<file path="config.mk">
export PLATFORM = sky130hd
export DESIGN_NAME = sapd_core
export DESIGN_NICKNAME = d
export VERILOG_FILES = /design/src/sapd_pkg.sv /design/src/sapd_core.sv
export VERILOG_INCLUDE_DIRS = /design/src
export SDC_FILE = /design/constraint.sdc
export NUM_CORES = 1
export LEC_CHECK = 0
export ABC_AREA = 1
export ABC_CLOCK_PERIOD_IN_PS = 1410
export BUFFER_PORTS_ARGS = -buffer_cell sky130_fd_sc_hd__buf_2
export CAP_MARGIN = 20
export CORE_ASPECT_RATIO = 0.8
export CORE_MARGIN = 8
export CORE_UTILIZATION = 40
export CTS_CLUSTER_DIAMETER = 80
export CTS_CLUSTER_SIZE = 12
export DETAILED_ROUTE_END_ITERATION = 10
export GPL_ROUTABILITY_DRIVEN = 0
export MAX_ROUTING_LAYER = met4
export PLACE_DENSITY = 0.82
export SLEW_MARGIN = 10
export SYNTH_ARGS = -nofsm -noshare
export SYNTH_HDL_FRONTEND = slang
export SYNTH_SLANG_ARGS = --single-unit
export TNS_END_PERCENT = 10
</file>
<file path="constraint.sdc">
create_clock -name CLK_I -period 1.41 [get_ports CLK_I]
set_input_delay 0.282 -clock CLK_I [delete_from_list [all_inputs] [get_ports CLK_I]]
set_output_delay 0.282 -clock CLK_I [all_outputs]
set_load 0.02 [all_outputs]
</file>
<file path="src/sapd_defines.svh">
// Constants for the service acknowledge priority and chain block
`ifndef SAPD_DEFINES_SVH
`define SAPD_DEFINES_SVH
`define SAPD_CFG_RESET 8'h00
`define SAPD_BIT_PRI_SEL 0
`define SAPD_BIT_AUTO_PRI 1
`define SAPD_BIT_RESERVED 2
`define SAPD_BIT_FAIR_OVR 3
`define SAPD_BIT_GLOB_PRI 4
`define SAPD_BIT_CHAIN_EN 5
`define SAPD_BIT_REG_ACK_EN 6
`define SAPD_BIT_PKG_TYPE 7
`define SAPD_WRITE_MASK 8'h7B
`define SAPD_MOD_NONE 3'h0
`define SAPD_MOD_MODEM 3'h1
`define SAPD_MOD_TX 3'h2
`define SAPD_MOD_RX 3'h3
`endif

</file>
<file path="src/sapd_pkg.sv">
// Types for the service acknowledge priority and chain block
package sapd_pkg;
   typedef enum logic [1:0] {
      SAPD_LVL_NONE = 2'b00,
      SAPD_LVL_MODEM = 2'b01,
      SAPD_LVL_TX = 2'b10,
      SAPD_LVL_RX = 2'b11
   } sapd_level_t;

   typedef enum logic [1:0] {
      SAPD_IDLE = 2'b00,
      SAPD_BUSY = 2'b01
   } sapd_state_t;

   // One acknowledgment cycle request
   typedef struct packed {
      logic valid;
      logic by_reg;
      sapd_level_t kind;
   } sapd_ack_req_t;

   // Result of one acknowledgment cycle
   typedef struct packed {
      logic taken;
      logic pass;
      sapd_level_t level;
      logic [7:0] vector;
   } sapd_ack_res_t;

   typedef struct packed {
      sapd_state_t state;
      logic [7:0] cfg;
      logic [7:0] cyc_cfg;
      sapd_ack_res_t res;
      logic [7:0] rd_data;
      logic rd_valid;
   } sapd_state_s_t;
endpackage : sapd_pkg

</file>
<file path="src/sapd_core.sv">
// Service acknowledge decode, priority select and chain pass logic
// Function
// - Chain on, register ack, nothing pending of that kind: assert ack-out.
// - Ack arriving on chain input is handled as a hardware acknowledgment.
// - Chain off, register ack, nothing pending: vector modification code 000.
// - That case is taken locally, not passed, at level 00.
// - Register acknowledgments are accepted only while register-ack enable is 1.
// - Chain-enable bit leaves hardware ack-in to ack-out chaining unchanged.
// - Auto priority with global bit set judges from external request lines.
// - Auto priority with global bit clear judges from own internal requests.
// - Auto priority applies only to type 1 acknowledgments, either path.
// - Wire-ORed request lines make global view meaningless; local is advised.
// - Local auto priority with nothing pending chains a hardware ack on, or a register ack with chain on.
// - Fairness override 1 forces every fair bit to 1; 0 leaves fairness.
// - Transmit and receive acknowledgments stay specific under auto priority.
// - Priority select 0 ranks receive first, 1 transmit; modem always last.
// - Register ack enable 0 refuses register acks; read data undefined.
// - Chain on and request pending: drive global vector modified by type.
// - Configuration resets to zero and is host readable and writable.
`timescale 1ns/1ps
`include "sapd_defines.svh"

module sapd_core
   import sapd_pkg::*;
#(
   parameter int CHANNELS = 8
) (
   // Clock and reset
   input wire logic CLK_I,
   input wire logic RST_B_I,
   // Configuration register port
   input wire logic CFG_WR_I,
   input wire logic CFG_RD_I,
   input wire logic [7:0] CFG_WDATA_I,
   output logic [7:0] CFG_RDATA_O,
   output logic CFG_RVALID_O,
   // Acknowledgment request
   input wire sapd_ack_req_t ACK_REQ_I,
   input wire logic ACK_CHAIN_IN_N_I,
   // Request states and vector
   input wire logic [2:0] INT_REQ_I,
   input wire logic [2:0] EXTERNAL_REQUEST_VIEW_I,
   input wire logic [7:0] GLOBAL_VECTOR_I,
   input wire logic [CHANNELS-1:0] FAIR_BITS_I,
   // Results
   output sapd_ack_res_t ACK_RES_O,
   output logic ACK_CHAIN_OUT_N_O,
   output logic [CHANNELS-1:0] FAIR_BITS_O,
   output logic [7:0] CFG_O
);
   // Elaboration check; the fair-bit path needs at least one channel
   if (CHANNELS < 1 || CHANNELS > 64) begin : g_bad_channels
      $error("CHANNELS out of range");
   end

   sapd_state_s_t st;
   sapd_state_s_t next_st;
   sapd_ack_req_t req;
   logic hw_ack;

   // ----------------------------------------
   // Priority pick
   // ----------------------------------------
   // Returns the top pending type; NONE when nothing is pending
   function automatic sapd_level_t pick(input logic [2:0] rq, input logic sel);
      if (sel ? rq[1] : rq[2]) begin
         pick = sel ? SAPD_LVL_TX : SAPD_LVL_RX;
      end else if (sel ? rq[2] : rq[1]) begin
         pick = sel ? SAPD_LVL_RX : SAPD_LVL_TX;
      end else if (rq[0]) begin
         pick = SAPD_LVL_MODEM;
      end else begin
         pick = SAPD_LVL_NONE;
      end
   endfunction : pick

   function automatic logic pending(input logic [2:0] rq, input sapd_level_t k);
      case (k)
         SAPD_LVL_MODEM: pending = rq[0];
         SAPD_LVL_TX: pending = rq[1];
         SAPD_LVL_RX: pending = rq[2];
         default: pending = 1'b0;
      endcase
   endfunction : pending

   // Register acks count only while enabled; chain acks always count
   function automatic logic accepted(input sapd_ack_req_t r, input logic [7:0] cfg);
      accepted = r.valid && (!r.by_reg || cfg[`SAPD_BIT_REG_ACK_EN]);
   endfunction : accepted

   // chain input acts as a hardware ack
   assign hw_ack = !ACK_CHAIN_IN_N_I;

   // ----------------------------------------
   // Next state
   // ----------------------------------------
   always_comb begin
      logic [7:0] c;
      logic [2:0] view;
      sapd_level_t lvl;
      logic have;
      c = st.cfg;
      view = 3'h0;
      lvl = SAPD_LVL_NONE;
      have = 1'b0;
      req = ACK_REQ_I;
      next_st = st;
      next_st.rd_valid = 1'b0;
      // host read and write of configuration
      if (CFG_WR_I) begin
         // reserved and package bits are not stored
         next_st.cfg = CFG_WDATA_I & `SAPD_WRITE_MASK;
      end
      if (CFG_RD_I) begin
         next_st.rd_data = st.cfg;
         next_st.rd_valid = 1'b1;
      end
      // A register ack and a chain ack in one cycle: only the register ack is served
      if (hw_ack && !req.valid) begin
         req.valid = 1'b1;
         req.by_reg = 1'b0;
      end
      case (st.state)
         SAPD_IDLE: begin
            next_st.res = '0;
            if (accepted(req, c)) begin
               next_st.cyc_cfg = c;
               next_st.state = SAPD_BUSY;
               // global view from external request lines
               // wire-ORed lines shown all set; local view avoids that
               view = c[`SAPD_BIT_GLOB_PRI] ? EXTERNAL_REQUEST_VIEW_I : INT_REQ_I;
               if (c[`SAPD_BIT_AUTO_PRI] && req.kind == SAPD_LVL_MODEM) begin
                  lvl = pick(view, c[`SAPD_BIT_PRI_SEL]);
                  have = (lvl != SAPD_LVL_NONE) && pending(INT_REQ_I, lvl);
               end else begin
                  lvl = req.kind;
                  have = pending(INT_REQ_I, lvl);
               end
               if (have) begin
                  next_st.res.taken = 1'b1;
                  next_st.res.level = lvl;
                  next_st.res.vector = {GLOBAL_VECTOR_I[7:3], 1'b0, lvl};
               end else if (!req.by_reg || c[`SAPD_BIT_CHAIN_EN]) begin
                  // nothing local pending, ack chains on
                  next_st.res.pass = 1'b1;
               end else begin
                  next_st.res.taken = 1'b1;
                  next_st.res.level = SAPD_LVL_NONE;
                  next_st.res.vector = {GLOBAL_VECTOR_I[7:3], `SAPD_MOD_NONE};
               end
            end
         end
         SAPD_BUSY: begin
            // Hold the answer while the request stands
            // Config written now reaches the next cycle only
            if (!req.valid) begin
               next_st.state = SAPD_IDLE;
               next_st.res = '0;
            end
         end
         default: begin
            next_st.state = SAPD_IDLE;
         end
      endcase
   end

   // ----------------------------------------
   // State register
   // ----------------------------------------
   always_ff @(posedge CLK_I) begin
      if (!RST_B_I) begin
         st <= '{state: SAPD_IDLE, cfg: `SAPD_CFG_RESET, cyc_cfg: `SAPD_CFG_RESET, default: '0};
      end else begin
         st <= next_st;
      end
   end

   // ----------------------------------------
   // Outputs
   // ----------------------------------------
   assign ACK_RES_O = st.res;
   assign ACK_CHAIN_OUT_N_O = !st.res.pass;
   assign CFG_RDATA_O = st.rd_data;
   assign CFG_RVALID_O = st.rd_valid;
   assign CFG_O = st.cfg;

   genvar g;
   generate
      for (g = 0; g < CHANNELS; g++) begin : g_fair
         assign FAIR_BITS_O[g] = FAIR_BITS_I[g] | st.cfg[`SAPD_BIT_FAIR_OVR];
      end
   endgenerate
endmodule : sapd_core

</file>
==> results of run 1 <==
-- kinds of logic after synthesis --
group | share of synthesized area (%)
AO/OA/AOI/OAI | 14.5
buffers and inverters | 22.4
flip-flops | 36.2
other | 0.295
AND/OR/NAND/NOR | 26.6
-- power by group through the flow --
| stage | Clock [W] | Combinational [W] | Sequential [W] |
|---|---|---|---|
| detailed placement | 0 | 0.000392 | 0.000731 |
| floorplan | 0 | 0.000310 | 0.000728 |
| CTS | 0.000405 | 0.000393 | 0.000716 |
| finish | 0.000396 | 0.000422 | 0.000717 |
| global placement | 0 | 0.000385 | 0.000729 |
| global route | 0.000441 | 0.000461 | 0.000725 |
-- through the flow --
| step | total power, W | setup WS (ps) |
|---|---|---|
| after global placement | 0.00111 | 58.3 |
| after floorplan | 0.00104 | 198 |
| after detailed placement | 0.00112 | 20.8 |
| after CTS | 0.00151 | 5.65 |
| final | 0.00154 | 44.4 |
| after global routing | 0.00163 | -21.3 |
-- tightest hold or removal path: stages --
cell,delay (ps)
buf_2,70
nor2_1,30
nor2_1,90
-- final cells by class --
| type | instances | area, um2 | area share (%) |
|---|---|---|---|
| Clock buffer | 4 | 45.0 | 2.80 |
| Inverter | 18 | 72.6 | 4.51 |
| Multi-Input combinational cell | 109 | 612 | 38.1 |
| Sequential cell | 23 | 468 | 29.1 |
| Tap cell | 40 | 50.0 | 3.11 |
| Timing Repair Buffer | 70 | 360 | 22.4 |
-- routing by layer --
layer | vias up | wire length, um
met5 | - | 0
met4 | 0 | 14
met3 | 2 | 169
met2 | 32 | 1570
met1 | 538 | 1480
li1 | 630 | -
-- sequential cells by signal, summed over array words and instances, names as in the netlist --
name	cells
st	1
ACK_RES_O	9
CFG_RVALID_O	1
CFG_RDATA_O	6
CFG_O	6
-- placed cells by master (no fill, tap or decap) --
| master | Yosys | routed |
|---|---|---|
| nor3_4 | 0 | 1 |
| a21oi_2 | 1 | 5 |
| dfxtp_1 | 23 | 21 |
| o22ai_1 | 1 | 1 |
| buf_4 | 28 | 4 |
| buf_2 | 0 | 66 |
| inv_6 | 0 | 1 |
| nand3_2 | 1 | 6 |
| inv_1 | 14 | 14 |
| a31o_2 | 1 | 1 |
| nand2_1 | 26 | 24 |
| nand2_2 | 5 | 3 |
| nand2_4 | 0 | 4 |
| a21oi_1 | 18 | 14 |
| nand3_1 | 12 | 7 |
| o21ai_0 | 14 | 14 |
| nor2_1 | 13 | 13 |
| clkbuf_8 | 0 | 3 |
| nand3_4 | 1 | 1 |
| nand4_1 | 2 | 2 |
| dfxtp_4 | 0 | 2 |
| or2_2 | 8 | 8 |
| clkinv_1 | 3 | 3 |
| clkbuf_1 | 1 | 1 |
| conb_1 | 1 | 5 |
-- worst paths after layout --
path | end | slack, ps | cells past startpoint
worst min-delay path | CFG_O[5] | 260 | 3
worst max register to register | ACK_RES_O[7] | 80 | 11
worst max-delay path | FAIR_BITS_O[6] | 40 | 2
worst min register to register | ACK_RES_O[6] | 470 | 2
-- what timing repair did --
| item | 4_1_cts | 5_1_grt |
|---|---|---|
| buffers inserted | 0 | 3 |
| setup endpoints to repair | 0 | 17 |
| gates resized for setup | 0 | 22 |
==> summary.txt, run 1 <==
Run status
  • Status: completed

Timing
  • Max Slew Vio Count: 0
  • Final Hold Fails: 0
  • Post-route setup TNS: 0 ps
  • Hold_ws: about 260 ps
  • Final setup violating endpoints: 0
  • RSZ-0062 raised after global routing: yes
  • Skew final: between 0.8 and 0.9 ps
  • Final period util: around 97%
  • Tmin final: 1370 ps
  • F_max: 0.732 GHz

Floorplan
  • Die Area: about 5200 um2
  • # rows: 18
  • Core area: ~3100 um2
  • Initial core utilization: between 40% and 50%
  • DIE HEIGHT: 66.4 um
  • I/O pin count: just under 80
  • Die Wd: around 79 um

Logic synthesis
  • Synth Warn #: 0
  • Ranking of synthesized cells by area: dfxtp_1 (36%), buf_4 (17%), nand2_1 (7.7%)
  • #FFs+latches synth: 23
  • Syn_area_per_cell: approximately 7.2 um2
  • Distinct cell type count of the synthesized netlist: 22
  • Top_reg_cell synth: dfxtp_1
  • Post-synthesis cell area: 1270 um2
  • Most common cell in the netlist: buf_4
  • Most frequent cells after synthesis: buf_4 (28), nand2_1 (26), dfxtp_1 (23)
  • Cells after synthesis: between 150 and 200
  • Sequential area share after synthesis: a little over a third
  • Asr flop ratio synth: 0%
  • Top-area cell type share of the netlist area: between 30% and 40%
  • Post-synth EDFFs: 0
  • Largest area contributor in the netlist: dfxtp_1

Drt
  • Via count: ~1200
  • Drt pass-1 iters: 4
  • Routed len/inst: between 10 and 15 um
  • Avg Vias per Cell: around 4.6
  • Routed Antenna Nets: 0
  • Initial DRC Count: 49
  • DRC errors left: 0
  • Post-Route WL: about 3200 um

Setup path
  • Crit path max fanout: 11
  • CP Buf/Inv Count: 1
  • Critical Path Start Type: register
  • Worst Setup SP: CFG_O[3]
  • CP arrival: about 1100 ps
  • Crit-path cells: or2_2 > buf_2
  • WP data required: approximately 1100 ps
  • Top delay family on crit path: flip-flops
  • Critical Path End Type: primary output
  • Worst r2r src: CFG_O[4]
  • Crit Path Class: reg2out
  • Critical Path Slowest Stage Cell: dfxtp_4
  • CP peak stage delay: about 370 ps

Global route
  • Most Crowded Layer GR: met2
  • GRT Total Usage: approximately 12%
  • Global-route wire length before repair: slightly above 5000 um
  • Met2 Usage GRT: roughly 20%
  • GR Layer Usage met1: around 15%
  • Global route overflow: 0
  • Initial antenna violation count: 0
  • Number of global-route vias before repair: about 1100
  • Largest net degree at the start of global routing: 15
  • Met3 Use GR: 2.45%

Place
  • PortBufs: 66
  • Dpl cells: around 260
  • Dpl cell area: between 1000 and 1500 um2
  • DPL Wire Length: roughly 2600 um

Power and ir drop
  • Internal: around 0.0010 W
  • Net Sw Frac: a little under a third
  • Leakage: between 0.8 and 0.9 nW
  • Clock Power Share: approximately 26%
  • Switching power: 0.000488 W
  • Max VDD drop: between 0.4 and 0.5 mV
  • Gate power share: between 20 and 30%
  • Power per cell area: ~960 nW/um2
  • Part of the power in registers: a little under half

Clocking
  • Clock transition at the registers of the reported paths: around 80 ps
  • Clock latency on the worst-skew pair: approximately 250 ps
  • Clock buffer depth: 2
  • CTS tree: yes
  • Clock sinks: 23
  • Num CTS Buffers: 3
  • Root Driver: clkbuf_8
  • Cts hold-fix bufs: 0
  • CTS HTree Levels: 1

Worst hold path
  • Min-Delay Path Class: in2reg
  • Hold path startpoint: CFG_WDATA_I[5]

Final layout
  • Fin area: 1610 um2
  • Area growth, synth to finish: 26.5%
  • Fillers: ~340
  • Util after Layout: a little over half
  • Diode count: 0
  • Nets: 264
  • Share of layout cells above drive strength 1: between 40% and 50%
  • Post-Layout Cell Count: roughly 260

Flow run
  • Total of max-cap violations: 0
No activity file was read; power rests on OpenSTA's default activity.
==> run 2: changes to the inputs <==
- ABC_AREA: 1 -> default
- CELL_PAD_IN_SITES_DETAIL_PLACEMENT: default -> 0
- CELL_PAD_IN_SITES_GLOBAL_PLACEMENT: default -> 1
- CORE_UTILIZATION: 40 -> 30
- PLACE_DENSITY: 0.82 -> 0.85
==> summary.txt, run 2 <==
Setup path
  • Worst Reg-to-Reg Cells: 5
  • Crit path max fanout: 8
  • Crit Path Class: reg2reg
  • Critical Path End Type: register
  • CP arrival: between 1500 and 2000 ps
  • WP data required: around 1500 ps
  • Worst r2r src: CFG_O[4]
  • R2R setup slack: -250 ps
  • Reg-to-Reg End: ACK_RES_O[11]
  • Critical Path Start Type: register

Timing
  • RSZ-0062 raised after global routing: yes
  • Max Slew Vio Count: 0
  • F_max: 0.602 GHz
  • Final period util: 118%
  • Final Hold Fails: 0
  • Tmin final: around 1700 ps
  • Final worst setup slack: -250 ps
  • Post-route setup TNS: -1780 ps
  • Skew final: 3.01 ps
  • Final setup violating endpoints: 9

Drt
  • Routed len/inst: between 10 and 15 um
  • Metal3 WL: 174 um
  • Initial DRC Count: 39
  • Drt pass-1 iters: 3
  • Avg Vias per Cell: around 4.4
  • Top routing layer in use: met4
  • DRC errors left: 0
  • Post-Route WL: 3390 um
  • Routed Antenna Nets: 0
  • Met2 WL: about 1600 um
  • Met1 WL: 1570 um
  • Via count: about 1200

Power and ir drop
  • Max VDD drop: between 0.4 and 0.5 mV
  • Power per cell area: roughly 860 nW/um2
  • Leakage: just under 0.9 nW

Place
  • Dpl cell area: about 1700 um2
  • PortBufs: 66
  • Setup WS pre-CTS: -358 ps
  • Dpl cells: 273
  • DPL Wire Length: 2850 um

Global route
  • Global route overflow: 0
  • Largest net degree at the start of global routing: 15
  • Number of global-route vias before repair: around 1200
  • Global-route wire length before repair: just under 6000 um
  • GRT Total Usage: approximately 10%
  • Initial antenna violation count: 0

Run status
  • Status: complete, but fails checks
  • Violated checks: negative setup slack

Clocking
  • Clock buffer depth: 2
  • Clock latency on the worst-skew pair: 260 ps
  • CTS HTree Levels: 1
  • Clock transition at the registers of the reported paths: approximately 80 ps
  • Clock sinks: 23
  • CTS tree: yes
  • Num CTS Buffers: 3
  • Cts hold-fix bufs: 0
  • Root Driver: clkbuf_8

Logic synthesis
  • Post-synthesis cell area: between 1000 and 1500 um2
  • Post-synth EDFFs: 0
  • Top-area cell type share of the netlist area: about a third
  • Syn_area_per_cell: between 8 and 9 um2
  • #FFs+latches synth: 23
  • Largest area contributor in the netlist: dfxtp_1
  • Most common cell in the netlist: buf_4
  • Sequential area share after synthesis: between 30 and 40%
  • Asr flop ratio synth: 0%
  • Top_reg_cell synth: dfxtp_1
  • Cells after synthesis: roughly 160
  • Distinct cell type count of the synthesized netlist: 35
  • Most frequent cells after synthesis: buf_4 (28), dfxtp_1 (23), nand2_1 (15)
  • Synth Warn #: 0
  • Ranking of synthesized cells by area: dfxtp_1 (34%), buf_4 (15%), mux2i_1 (8.8%)

Floorplan
  • Initial core utilization: a little over 30%
  • Die Wd: 91.5 um
  • I/O pin count: 77
  • DIE HEIGHT: 76.4 um
  • Die Area: around 7000 um2
  • # rows: 22
  • Core area: approximately 4500 um2

Final layout
  • Area growth, synth to finish: 28.2%
  • Post-Layout Cell Count: between 200 and 300
  • Share of layout cells above drive strength 1: 47.5%
  • Nets: between 200 and 300
  • Max reg flops: 9
  • Fin area: between 1500 and 2000 um2
  • Most frequent cells in the layout: buf_2 (66), dfxtp_1 (21), buf_4 (18)
  • Diode count: 0
  • Util after Layout: between 30% and 40%
  • Commonest non-fill, non-tap cell in the layout: buf_2
  • Fillers: 466

Worst hold path
  • Hold path startpoint: CFG_WDATA_I[1]
  • Min-Delay Path Class: in2reg
  • Hold path depth: 3
  • Hold endpoint: CFG_O[1]

Flow run
  • Total of max-cap violations: 0
[run 2: cell count changes after synthesis, sizes merged, moves of 5 or more]
cell,change
nand2,-16
nor2b,+14
a21oi,-13
mux2i,+12
nand3,-12
inv,-11
nor2,-11
o21ai,-11
and3,+8
a22oi,+5
[run 2: logic make-up after synthesis]
logic type | share of synthesized area, %
compound gates | 13.8
buf+inv | 17.8
flops | 33.7
mux | 10.7
other cells | 0.274
simple gates | 23.7
[run 2: worst max path at each step]
stage,from,to,slack [ps],depth (start not counted)
floorplan,CFG_O[4],ACK_RES_O[11],-190,5
global placement,EXTERNAL_REQUEST_VIEW_I[1],ACK_RES_O[11],-320,6
detailed placement,EXTERNAL_REQUEST_VIEW_I[1],ACK_RES_O[11],-360,6
CTS,CFG_O[4],ACK_RES_O[11],-280,5
global route,CFG_O[4],ACK_RES_O[11],-340,5
finish,CFG_O[4],ACK_RES_O[11],-250,5
[run 2: where the power goes]
part / internal [W] / switching, W / total, W
clock network: 0.000197 / 0.000210 / 0.000407
logic: 0.000184 / 0.000211 / 0.000394
registers: 0.000682 / 0.0000233 / 0.000705
[run 2: cell type report]
cell class,count,area [um2],share of cell area [%]
clock buffer,3,41.3,2.36
clock inverter,1,5.00,0.286
inverter,4,15.0,0.857
multi-input combinational,102,686,39.1
sequential,23,465,26.6
tap,60,75.1,4.28
timing repair buffer,84,465,26.6
[run 2: timing repair]
action / CTS / global route
setup endpoints to repair: 17 / 14
setup buffers: 0 / 0
pin swaps: 1 / 0
resized for setup: 1 / 1
[run 2: per-layer routing]
metal | GRT usage, % | up-vias
met5 | - | -
met4 | 2.45 | 0
met3 | 3.25 | 2
met2 | 16.2 | 29
met1 | 11.5 | 548
li1 | - | 630
[run 2: worst max-delay path: stages, from the launching register on]
cell     delay, ps
dfxtp_2        350
or3b_1         360
and3_1         170
mux2_4         270
o21ai_4        240
a41oi_1        140
[run 2: metrics by stage]
| step | hold WS, ps | total power, W |
|---|---|---|
| after global placement | 449 | 0.00112 |
| after detailed placement | 467 | 0.00112 |
| after floorplan | 407 | 0.000996 |
| after CTS | 270 | 0.00153 |
| final | 274 | 0.00151 |
| after global routing | 283 | 0.00160 |
